### src/verilog/dmsi_consts.svh
// Constants for the DRAM mode-set and initialization block.
`ifndef DMSI_CONSTS_SVH
`define DMSI_CONSTS_SVH
`define DMSI_WORD_W 18
`define DMSI_RESET_WORD 18'h00000
`define DMSI_BIT_ODT 9
`define DMSI_BIT_IMP 8
`define DMSI_BIT_DLL 7
`define DMSI_BIT_IGN 6
`define DMSI_BIT_AMX 5
`define DMSI_BL_HI 4
`define DMSI_BL_LO 3
`define DMSI_CFG_HI 2
`define DMSI_CFG_LO 0
`define DMSI_DLL_LOCK_CYC 11'd1024
`define DMSI_REFRESH_NOPS 11'd1024
`define DMSI_BANKS 8
`endif

### src/verilog/dmsi_pkg.sv
// Types for the DRAM mode-set and initialization block.
package dmsi_pkg;
    typedef enum logic [4:0] {
        DMSI_CMD_NOP = 5'h01,
        DMSI_CMD_MODE_SET = 5'h02,
        DMSI_CMD_REFRESH = 5'h04,
        DMSI_CMD_READ = 5'h08,
        DMSI_CMD_WRITE = 5'h10
    } dmsi_cmd_t;
    typedef enum logic [3:0] {
        DMSI_ST_POWERUP = 4'h1,
        DMSI_ST_MODESET = 4'h2,
        DMSI_ST_INIT = 4'h4,
        DMSI_ST_READY = 4'h8
    } dmsi_state_t;
endpackage

### src/verilog/dmsi_mode_if.sv
// Carrier between the mode decoder and the top.
`timescale 1ns/1ps
interface dmsi_mode_if;
    logic [17:0] word;
    logic [3:0] rowCycle;
    logic [3:0] readLat;
    logic [3:0] writeLat;
    logic [3:0] burstLen;
    logic illegal;
    modport dec(input word, output rowCycle, readLat, writeLat, burstLen,
        illegal);
    modport top(output word, input rowCycle, readLat, writeLat, burstLen,
        illegal);
endinterface

### src/verilog/dmsi_mode_decode.sv
// Decoder from mode word to latency, cycle and burst figures.
`timescale 1ns/1ps
`include "dmsi_consts.svh"
module dmsi_mode_decode (
    dmsi_mode_if.dec m
);
    import dmsi_pkg::*;
    logic [2:0] cfg;
    logic [1:0] bl;
    logic mux;
    always_comb begin
        cfg = m.word[`DMSI_CFG_HI:`DMSI_CFG_LO];
        bl = m.word[`DMSI_BL_HI:`DMSI_BL_LO];
        mux = m.word[`DMSI_BIT_AMX];
        unique case (cfg)
            3'h2: m.rowCycle = 4'h6;
            3'h3: m.rowCycle = 4'h8;
            3'h4: m.rowCycle = 4'h3;
            3'h5: m.rowCycle = 4'h5;
            default: m.rowCycle = 4'h4;
        endcase
        m.readLat = m.rowCycle + {3'h0, mux};
        m.writeLat = m.readLat + 4'h1;
        unique case (bl)
            2'h0: m.burstLen = 4'h2;
            2'h1: m.burstLen = 4'h4;
            default: m.burstLen = 4'h8;
        endcase
        m.illegal = (bl == 2'h3) || (cfg[2:1] == 2'h3) ||
            ((bl == 2'h2) && (cfg == 3'h0 || cfg == 3'h1 || cfg == 3'h4));
    end
endmodule

### src/verilog/dmsi_mode_set.sv
// Mode word register and power-up sequencing of the DRAM.
`timescale 1ns/1ps
`include "dmsi_consts.svh"
module dmsi_mode_set (
    input wire logic mclk,
    input wire logic rst,
    input wire dmsi_pkg::dmsi_cmd_t cmdIn,
    input wire logic [2:0] bankIn,
    input wire logic [21:0] addrIn,
    output logic termEnable,
    output logic impedanceSourceSelect,
    output logic dllEnable,
    output logic addressMuxSelect,
    output logic [3:0] burstLength,
    output logic [3:0] rowCycleCycles,
    output logic [3:0] readLatencyCycles,
    output logic [3:0] writeLatencyCycles,
    output logic modeIllegal,
    output logic dllLocked,
    output logic initDone
);
    import dmsi_pkg::*;
    // ===========================================================
    // Input synchronisers
    // ===========================================================
    // Command pins are external, so they pass two stages first.
    dmsi_cmd_t cmdS1_q, cmdS2_q;
    logic [2:0] bankS1_q, bankS2_q;
    logic [21:0] addrS1_q, addrS2_q;
    always_ff @(posedge mclk) begin
        if (rst) begin
            cmdS1_q <= DMSI_CMD_NOP;
            cmdS2_q <= DMSI_CMD_NOP;
            bankS1_q <= 3'h0;
            bankS2_q <= 3'h0;
            addrS1_q <= 22'h000000;
            addrS2_q <= 22'h000000;
        end else begin
            cmdS1_q <= cmdIn;
            cmdS2_q <= cmdS1_q;
            bankS1_q <= bankIn;
            bankS2_q <= bankS1_q;
            addrS1_q <= addrIn;
            addrS2_q <= addrS1_q;
        end
    end
    // ===========================================================
    // Mode word and sequencing state
    // ===========================================================
    logic [17:0] word_q, word_d;
    dmsi_state_t state_q, state_d;
    logic [1:0] msCount_q, msCount_d;
    logic [10:0] nopCount_q, nopCount_d;
    logic [`DMSI_BANKS-1:0] refreshed_q, refreshed_d;
    logic [10:0] dllCount_q, dllCount_d;
    logic dllLocked_q, dllLocked_d;
    logic initDone_q, initDone_d;
    logic isMs;
    always_comb begin
        isMs = (cmdS2_q == DMSI_CMD_MODE_SET);
        word_d = word_q;
        state_d = state_q;
        msCount_d = msCount_q;
        nopCount_d = nopCount_q;
        refreshed_d = refreshed_q;
        dllCount_d = dllCount_q;
        dllLocked_d = dllLocked_q;
        initDone_d = initDone_q;
        if (isMs) begin
            word_d = addrS2_q[`DMSI_WORD_W-1:0];
            word_d[`DMSI_BIT_IGN] = 1'b0;
            word_d[`DMSI_BIT_AMX] = word_q[`DMSI_BIT_AMX] |
                addrS2_q[`DMSI_BIT_AMX];
        end
        if (isMs && !addrS2_q[`DMSI_BIT_DLL]) begin
            dllCount_d = 11'h000;
            dllLocked_d = 1'b0;
        end else if (word_q[`DMSI_BIT_DLL] && !dllLocked_q) begin
            dllCount_d = dllCount_q + 11'h001;
            dllLocked_d = (dllCount_d == `DMSI_DLL_LOCK_CYC);
        end
        unique case (state_q)
            DMSI_ST_POWERUP: begin
                if (isMs) begin
                    msCount_d = 2'h1;
                    state_d = DMSI_ST_MODESET;
                end
            end
            DMSI_ST_MODESET: begin
                if (isMs) begin
                    if (msCount_q != 2'h3) begin
                        msCount_d = msCount_q + 2'h1;
                    end
                end else if (msCount_q == 2'h3) begin
                    state_d = DMSI_ST_INIT;
                end else begin
                    msCount_d = 2'h0;
                    state_d = DMSI_ST_POWERUP;
                end
            end
            DMSI_ST_INIT: begin
                if (cmdS2_q == DMSI_CMD_REFRESH) begin
                    refreshed_d[bankS2_q] = 1'b1;
                end
                if (cmdS2_q == DMSI_CMD_NOP &&
                    nopCount_q != `DMSI_REFRESH_NOPS) begin
                    nopCount_d = nopCount_q + 11'h001;
                end
                if (&refreshed_q && nopCount_q == `DMSI_REFRESH_NOPS) begin
                    state_d = DMSI_ST_READY;
                    initDone_d = 1'b1;
                end
            end
            DMSI_ST_READY: begin
                initDone_d = 1'b1;
            end
        endcase
    end
    always_ff @(posedge mclk) begin
        if (rst) begin
            word_q <= `DMSI_RESET_WORD;
            state_q <= DMSI_ST_POWERUP;
            msCount_q <= 2'h0;
            nopCount_q <= 11'h000;
            refreshed_q <= '0;
            dllCount_q <= 11'h000;
            dllLocked_q <= 1'b0;
            initDone_q <= 1'b0;
        end else begin
            word_q <= word_d;
            state_q <= state_d;
            msCount_q <= msCount_d;
            nopCount_q <= nopCount_d;
            refreshed_q <= refreshed_d;
            dllCount_q <= dllCount_d;
            dllLocked_q <= dllLocked_d;
            initDone_q <= initDone_d;
        end
    end
    // ===========================================================
    // Decoded figures, registered for clean outputs
    // ===========================================================
    dmsi_mode_if mi();
    assign mi.word = word_q;
    dmsi_mode_decode u_dec (
        .m(mi)
    );
    always_ff @(posedge mclk) begin
        if (rst) begin
            termEnable <= 1'b0;
            impedanceSourceSelect <= 1'b0;
            dllEnable <= 1'b0;
            addressMuxSelect <= 1'b0;
            burstLength <= 4'h2;
            rowCycleCycles <= 4'h4;
            readLatencyCycles <= 4'h4;
            writeLatencyCycles <= 4'h5;
            modeIllegal <= 1'b0;
            dllLocked <= 1'b0;
            initDone <= 1'b0;
        end else begin
            termEnable <= word_q[`DMSI_BIT_ODT];
            impedanceSourceSelect <= word_q[`DMSI_BIT_IMP];
            dllEnable <= word_q[`DMSI_BIT_DLL];
            addressMuxSelect <= word_q[`DMSI_BIT_AMX];
            burstLength <= mi.burstLen;
            rowCycleCycles <= mi.rowCycle;
            readLatencyCycles <= mi.readLat;
            writeLatencyCycles <= mi.writeLat;
            modeIllegal <= mi.illegal;
            dllLocked <= dllLocked_q;
            initDone <= initDone_q;
        end
    end
endmodule

### config.mk
export PLATFORM = sky130hd
export DESIGN_NAME = dmsi_mode_set
export DESIGN_NICKNAME = d
export VERILOG_FILES = /design/src/verilog/dmsi_pkg.sv /design/src/verilog/dmsi_mode_if.sv /design/src/verilog/dmsi_mode_decode.sv /design/src/verilog/dmsi_mode_set.sv
export VERILOG_INCLUDE_DIRS = /design/src /design/src/verilog
export SDC_FILE = /design/constraint.sdc
export NUM_CORES = 1
export LEC_CHECK = 0
export BUFFER_PORTS_ARGS = -buffer_cell sky130_fd_sc_hd__clkbuf_2
export CAP_MARGIN = 20
export CORE_MARGIN = 5
export CORE_UTILIZATION = 45
export CTS_CLUSTER_SIZE = 28
export DETAILED_ROUTE_END_ITERATION = 7
export PLACE_DENSITY = 0.61
export REMOVE_ABC_BUFFERS = 1
export SYNTH_ARGS = -nofsm -noshare
export SYNTH_HDL_FRONTEND = slang
export SYNTH_HIERARCHICAL = 1
export SYNTH_SLANG_ARGS = --single-unit
### constraint.sdc
create_clock -name mclk -period 2.46 [get_ports mclk]
set_clock_uncertainty 0.2 [all_clocks]
set_input_delay 0.123 -clock mclk [delete_from_list [all_inputs] [get_ports mclk]]
set_output_delay 0.123 -clock mclk [all_outputs]
set_load 0.01 [all_outputs]
Yosys cells after proc, flatten, opt, wreduce, memory -nomap -nowiden
Index checks and enable logic that the tools add are counted.
W data, S select, Z words.
- flip-flop bits (word level): 106
- bits in latches: 0
- RAM bits: 0
- bits in read-only memories: 0
- input port bits: 32
- output and inout port bits: 23
- logic and storage cells: 100
- memories kept: 0
- add/sub/neg operators: 5
- multiply operators: 0
- divide/modulo/power cells: 0
- magnitude comparators: 2
- eq/ne operators: 26
- shifts and indexed selects: 0
- multiplexer cells: 16
- bitwise gates (word level): 2
- reduce and logical (&&, ||, !) cells: 24
- operator list (cell ; count):
    $add A11 B1 Y11 const B ; 2
    $eq A11 B11 Y1 const B ; 2
    $pmux W4 S4 ; 1
    $mux W4 ; 3
    $pmux W4 S3 ; 1
    $ne A11 B11 Y1 const B ; 1
    $eq A2 B2 Y1 const B ; 4
    $mux W2 ; 4
    $ne A2 B2 Y1 const B ; 4
    $or A8 B8 Y8 ; 1
    $pmux W4 S2 ; 1
    $reduce_and A4 Y1 ; 2
    $reduce_and A8 Y1 ; 1
    $eq A3 B2 Y1 const B ; 2
    $eq A3 B3 Y1 const B ; 2
    $logic_and A1 B1 Y1 ; 6
    $ne A3 B3 Y1 const B ; 2
    $reduce_and A2 Y1 ; 3
    $eq A5 B1 Y1 const B ; 1
    $eq A5 B2 Y1 const B ; 1
    $eq A5 B3 Y1 const B ; 1
    $add A4 B1 Y4 ; 1
    $add A4 B1 Y4 const B ; 1
    $eq A4 B1 Y1 const B ; 1
    21 further kinds ; 27

Longest topological paths before layout
Gate-level depths: netlist (run 1).
- depth after elaboration: 5
- depth in mapped cells: 8
- gate-level depth less buffers: 8

Hierarchy
The synthesis (run 1) kept the hierarchy.
- by module, submodules not included (module ; instances ; cells each ; area an instance (um^2) ; seq. area each (um^2)):
    dmsi_mode_set ; 1 ; 447 ; 4371.7 ; 2562.5
    dmsi_mode_decode ; 1 ; 29 ; 191.4 ; 0.0

Worst setup path after synthesis (run 1)
OpenSTA, ideal clock, no wires.
- path type: register to register
- start point: reg state_q[3]
- end point: reg nopCount_q[5]
- setup time: 70 ps
- arrival: 1919 ps
- required time: 2190 ps
- setup slack: 270 ps
- cell stages (with the launch flop): 6
- buffers on the path: 1
- period minus slack after synthesis: 2190 ps
- path through: dfxtp_1 or4b_1 or4_1 buf_2 or3_1 a21oi_1
- word-level cells in the longest chain between the ends: 2
- RTL lines (item ; line ; source):
    from (decl) ; dmsi_mode_set.sv:51 ; dmsi_state_t state_q, state_d;
    from (signal assigned) ; dmsi_mode_set.sv:131 ; state_q <= state_d;
    $eq A4 B3 Y1 ; dmsi_mode_set.sv:82 ; unique case (state_q)
    $reduce_and A2 Y1 (no line) ; - ;
    to (signal assigned) ; dmsi_mode_set.sv:133 ; nopCount_q <= nopCount_d;
    to (decl) ; dmsi_mode_set.sv:53 ; logic [10:0] nopCount_q, nopCount_d;
No other way between the ends.
A chain may end at the register's enable or synchronous reset.

Worst setup path in the final report (run 1)
- start point: reg state_q[2]
- end point: reg nopCount_q[2]
Same word-level chain as after synthesis.

==> results of run 1 <==
## critical path, delay by kind of cell, from the launching register on
kind / cells / cell delay, ns
AOI/OAI and AO/OA: 1 / 0.14
and+or+nand+nor: 3 / 1.49
DFF: 1 / 0.42
## flip-flops by register name (all words and copies together), names as in the netlist, 2 cells and up
name and cells:
msCount_q 2, nopCount_q 11, refreshed_q 8, addrS1_q 9, cmdS2_q 5, writeLatencyCycles 4
bankS2_q 3, dllCount_q 11, bankS1_q 3, burstLength 4, mi.word 9, state_q 4
cmdS1_q 5, rowCycleCycles 4, addrS2_q 9, readLatencyCycles 4
## final cells by class
type / instances / area (sq um)
tap: 105 / 131.4
clock inverter: 5 / 38.79
multi-input combinational: 268 / 1650
clock buffer: 11 / 151.4
fill: 742 / 3716
timing repair buffer: 71 / 473.0
inverter: 15 / 56.30
sequential: 104 / 2082
## metal layers
| metal | share of wire [%] | global-route usage [%] |
|---|---|---|
| met5 | 0 | 0 |
| met4 | 1.6 | 5.976 |
| met3 | 3.7 | 3.248 |
| met2 | 44 | 20.95 |
| met1 | 50 | 18.24 |
## power groups by stage
| stage | Clock (mW) | Combinational, mW | Sequential (mW) |
|---|---|---|---|
| floorplan | 0 | 0.0324 | 1.76 |
| global placement | 0 | 0.0787 | 1.76 |
| detailed placement | 0 | 0.0798 | 1.76 |
| CTS | 1.05 | 0.101 | 1.72 |
| global route | 1.11 | 0.112 | 1.72 |
| finish | 1.00 | 0.100 | 1.72 |
## cells in the final DEF, fill, tap and decap left out, types with 2 or more instances in the layout
cell,count
a21oi_1,28
a31oi_1,3
and4_1,4
and4b_1,2
buf_4,13
clkbuf_2,41
clkbuf_8,11
dfxtp_1,104
dlygate4sd3_1,17
ha_1,7
inv_1,15
inv_6,2
mux2i_1,2
nand2_1,25
nand2b_1,4
nand3_1,10
nand4_1,7
nand4b_1,2
nor2_1,32
nor2b_1,52
nor3_1,6
nor4_1,11
o21ai_0,10
o21ai_1,2
o22ai_1,3
o41ai_1,4
or2_2,9
or3_1,7
or4_1,3
or4b_2,2
xnor2_1,7
xor2_1,7
## what timing repair did
item / CTS / global route
hold buffers: 17 / 0
gates resized for setup: 0 / 2
setup endpoints to repair: 0 / 4
hold endpoints to repair: 17 / 0
## worst max path at each step
stage          cells past startpoint  slack [ns]       endpoint  startpoint
2_1_floorplan                      4       -0.11    dllLocked_q  cmdS2_q[3]
3_3_place_gp                       4        0.11  nopCount_q[7]  state_q[2]
3_5_place_dp                       4        0.09  nopCount_q[9]  state_q[2]
4_1_cts                            4        0.08  nopCount_q[9]  state_q[2]
5_1_grt                            4        0.03  nopCount_q[2]  state_q[2]
6_report                           4        0.15  nopCount_q[2]  state_q[2]
==> reports/qor.txt, run 1 <==
R2R setup slack: 0.15 ns
first-pass GRT wire length: 11540 microns
CP dominant cell by count: or4_1
placer congestion estimate: 0.8016
CTS Buf Count: 9
hold slack final: 0.005249 ns
Placed Area: 4215 sq um
Die Ht: 102.8 microns
R2R Path End: nopCount_q[2]
setup tns final: 0 ns
PnR worst setup slack: 0.1540 ns
# rows: 33
Die Area: 10580 sq um
R2R Path Start: state_q[2]
Critical Path RT: 2.55 ns
clock sinks: 104
total of max-cap violations: 0
Post-Place Cells: 546
LEAKAGE: 1.790 nW
P&R area growth vs syn: 18.16%
Layout Nets: 508
share of cells above drive strength 1: 18.99%
Post-CTS Setup Bufs: 0
FMAX: 433.7 MHz
Min-Delay Endpoint: nopCount_q[10]
CTS tree: done
relative slew slack: 44.45%
final WL: 6716 microns
cells on worst reg2reg path: 4
largest net degree at the start of global routing: 90
hold path depth: 4
kind of critical path: flop to flop
Bufs on Longest Clock Path: 2
switching part of the total power: 22.25%
crit path DAT: 2.39 ns
Worst Max-Slew Pin Slew: 0.8333 ns
initial antenna violation count: 0
final instance area: 4583 sq um
crit-path max FO: 6
total power: 2.821 mW
Hold WC Path Type: input port to flop
DR iter-0 viols: 119
WL/cell: 11.60 microns
fin util: 55.22%
Root Driver: clkbuf_8
CP cell instances: or4b_4 -> or4_1 -> or4_1 -> a21oi_1
1st-pass router iterations: 4
fin cells: 579
Tmin final: 2.306 ns
via density per instance: 5.000
Fin. Hold Viols: 0
Logic pwr share: 3.5%
number of global-route vias before repair: 2624
RSZ-0062 raised after global routing: no
crit-path max cell delay: 0.55 ns
Clock Latency Late Sink: 0.35 ns
CTS H-Tree Depth: 3
cell count after synthesis: 411
Detail Placement HPWL: 4433 microns
Clock Power Share: 35.5%
average size of a mapped cell: 9.437 sq um
clk slew on worst S/H paths: 0.10 ns
VDD IR max: 0.0003819 V
core box area: 8299 sq um
setup violators final: 0
Seq pwr share: 60.9%
startpoint types: flop
mapped cell area: 3879 sq um
internal power: 2.193 mW
status: finished clean
chip width: 102.8 microns
pre-CTS setup slack: 0.08752 ns
initial core utilization: 46.74%
DRC viols: 0
gr usage total: 13.60%
Top-Level Pins: 55
Slew Viols, Final: 0
Antenna diodes: 0
Power Density: 615.5 nW/um^2
Switching Power: 0.6277 mW
Yosys warnings: 6
via count: 2895
Slowest-stage cell, CP: or4_1
Min-Delay Startpoint: rst
Port Buffers: 41
Crit. End Element: flop
Antenna Violating Nets Remaining: 0
total gr overflow: 0
Tcrit/Tclk final: 93.74%
No activity file was read; power rests on OpenSTA's default activity.
==> run 2, diff against run 1 <==
--- a/config.mk
+++ b/config.mk
@@ -12,7 +12,7 @@
 export CORE_UTILIZATION = 45
 export CTS_CLUSTER_SIZE = 28
 export DETAILED_ROUTE_END_ITERATION = 7
-export PLACE_DENSITY = 0.61
+export PLACE_DENSITY = 0.64
 export REMOVE_ABC_BUFFERS = 1
 export SYNTH_ARGS = -nofsm -noshare
 export SYNTH_HDL_FRONTEND = slang
==> constraint.sdc (replaced) <==
create_clock -name mclk -period 2 [get_ports mclk]
set_clock_uncertainty 0.2 [all_clocks]
set_input_delay 0.1 -clock mclk [delete_from_list [all_inputs] [get_ports mclk]]
set_output_delay 0.1 -clock mclk [all_outputs]
set_load 0.01 [all_outputs]
==> run 2 against run 1 <==
Compared with the run above: the flow now finishes with violations (negative setup slack); clock power increased by 43%; worst setup slack got worse by 0.36 ns; global-route usage rose by 0.96 points; register-to-register slack worse by 0.36 ns; combinational power increased by 42%; sequential share of layout area down 3.2 points; core utilization increased by 4.4 points; cell area is 7.9% higher; critical path type unchanged; largest cell class unchanged.
==> reports/qor.txt, run 2 (synthesis results as in run 1) <==
status: complete, but fails checks
failing checks: negative setup slack
Port Buffers: 41
largest net degree at the start of global routing: 90
startpoint types: flop
Post-Place Cells: 563
crit-path max cell delay: 0.57 ns
# rows: 33
Top-Level Pins: 55
LEAKAGE: 1.937 nW
number of global-route vias before repair: 2747
CP cell instances: or4b_4 -> or4_4 -> or4_4 -> a21oi_2
total gr overflow: 0
Antenna diodes: 0
first-pass GRT wire length: 12190 microns
Die Area: 10580 sq um
via density per instance: 4.973
VDD IR max: 0.0004252 V
Crit. End Element: flop
fill cell count: 714
final WL: 7283 microns
core box area: 8299 sq um
crit path DAT: 2.31 ns
Antenna Violating Nets Remaining: 0
Placed Area: 4355 sq um
Slew Viols, Final: 0
Slowest-stage cell, CP: or4b_4
Bufs on Longest Clock Path: 2
R2R setup slack: -0.21 ns
placer congestion estimate: 0.8340
CTS tree: done
gr usage total: 14.56%
chip width: 102.8 microns
CTS Buf Count: 9
PnR worst setup slack: -0.2091 ns
largest registers: dllCount_q (11), nopCount_q (11)
commonest cells after routing, fill and taps aside: 100 x dfxtp_1, 52 x nor2b_1, 41 x clkbuf_2
share of cells above drive strength 1: 27.94%
DR iter-0 viols: 87
Worst Max-Slew Pin Slew: 0.4975 ns
final instance area: 4945 sq um
Layout Nets: 528
Root Driver: clkbuf_8
clk slew on worst S/H paths: 0.10 ns
Clock Latency Late Sink: 0.36 ns
commonest non-fill, non-tap cell in the layout: dfxtp_1
Detail Placement HPWL: 4791 microns
total of max-cap violations: 0
RSZ-0062 raised after global routing: yes
DRC viols: 0
initial antenna violation count: 0
via count: 2979
Tmin final: 2.209 ns
clock sinks: 104
relative slew slack: 66.37%
setup violators final: 11
fin cells: 599
initial core utilization: 46.74%
Power Density: 745.3 nW/um^2
Fin. Hold Viols: 0
kind of critical path: flop to flop
FMAX: 452.7 MHz
P&R area growth vs syn: 27.48%
Top delay family on crit path: simple AND/OR/NAND/NOR gates
Tcrit/Tclk final: 110.5%
total power: 3.685 mW
1st-pass router iterations: 4
pre-CTS setup slack: -0.3184 ns
Critical Path RT: 2.10 ns
crit-path max FO: 4
Die Ht: 102.8 microns
CTS H-Tree Depth: 3
CP dominant cell by count: or4_4
Buf/Inv on CP: 0
WL/cell: 12.16 microns
Hold WC Path Type: input port to flop
run 2: stage by stage:
stage | setup TNS (ns) | hold WS, ns | utilization, %
3_5_place_dp | -2.999 | 0.09176 | 52.48
4_1_cts | -0.8231 | 0.02857 | 57.77
6_report | -0.8900 | 0.03813 | 59.58
5_1_grt | -1.673 | 0.04426 | 59.58
2_1_floorplan | -6.615 | -0.03331 | -
3_3_place_gp | -2.026 | 0.08299 | 52.48
run 2: repair_timing:
action	4_1_cts	5_1_grt
endpoints found under the setup margin	30	25
hold buffers	17	0
buffers inserted	1	2
pin swaps	4	7
endpoints found under the hold margin	17	0
resized for setup	13	28
run 2: worst min-delay path, stage by stage:
cell and delay (ns):
clkbuf_2 0.11, buf_12 0.22, nor2b_1 0.13
run 2: worst paths after layout:
| check | from | to | cells after the start |
|---|---|---|---|
| min reg2reg | cmdS1_q[0] | cmdS2_q[0] | 1 |
| max reg2reg | state_q[3] | nopCount_q[2] | 4 |
| min | rst | cmdS2_q[3] | 3 |
| max | state_q[3] | nopCount_q[2] | 4 |
run 2: per-layer routing:
| layer | global-route usage (%) | part of all wire, % | vias to the layer above |
|---|---|---|---|
| met5 | 0 | 0 | - |
| met4 | 7.470 | 1.7 | 0 |
| met3 | 3.045 | 2.7 | 9 |
| met2 | 22.44 | 49 | 50 |
| met1 | 19.34 | 47 | 1369 |
| li1 | - | - | 1551 |
run 2: area by class of cell:
| class | instances | area, sq um | area share (%) |
|---|---|---|---|
| Sequential cell | 104 | 2087 | 42.21 |
| Clock inverter | 7 | 101.3 | 2.050 |
| Tap cell | 105 | 131.4 | 2.657 |
| Clock buffer | 9 | 123.9 | 2.505 |
| Inverter | 15 | 56.30 | 1.139 |
| Multi-Input combinational cell | 268 | 1798 | 36.36 |
| Timing Repair Buffer | 91 | 646.9 | 13.08 |
run 2: report_power, final:
group | switching (mW) | internal [mW] | leakage, nW
Clock | 0.712 | 0.715 | 0.106
Sequential | 0.0118 | 2.10 | 0.848
Combinational | 0.0659 | 0.0765 | 0.983
Total | 0.790 | 2.90 | 1.94
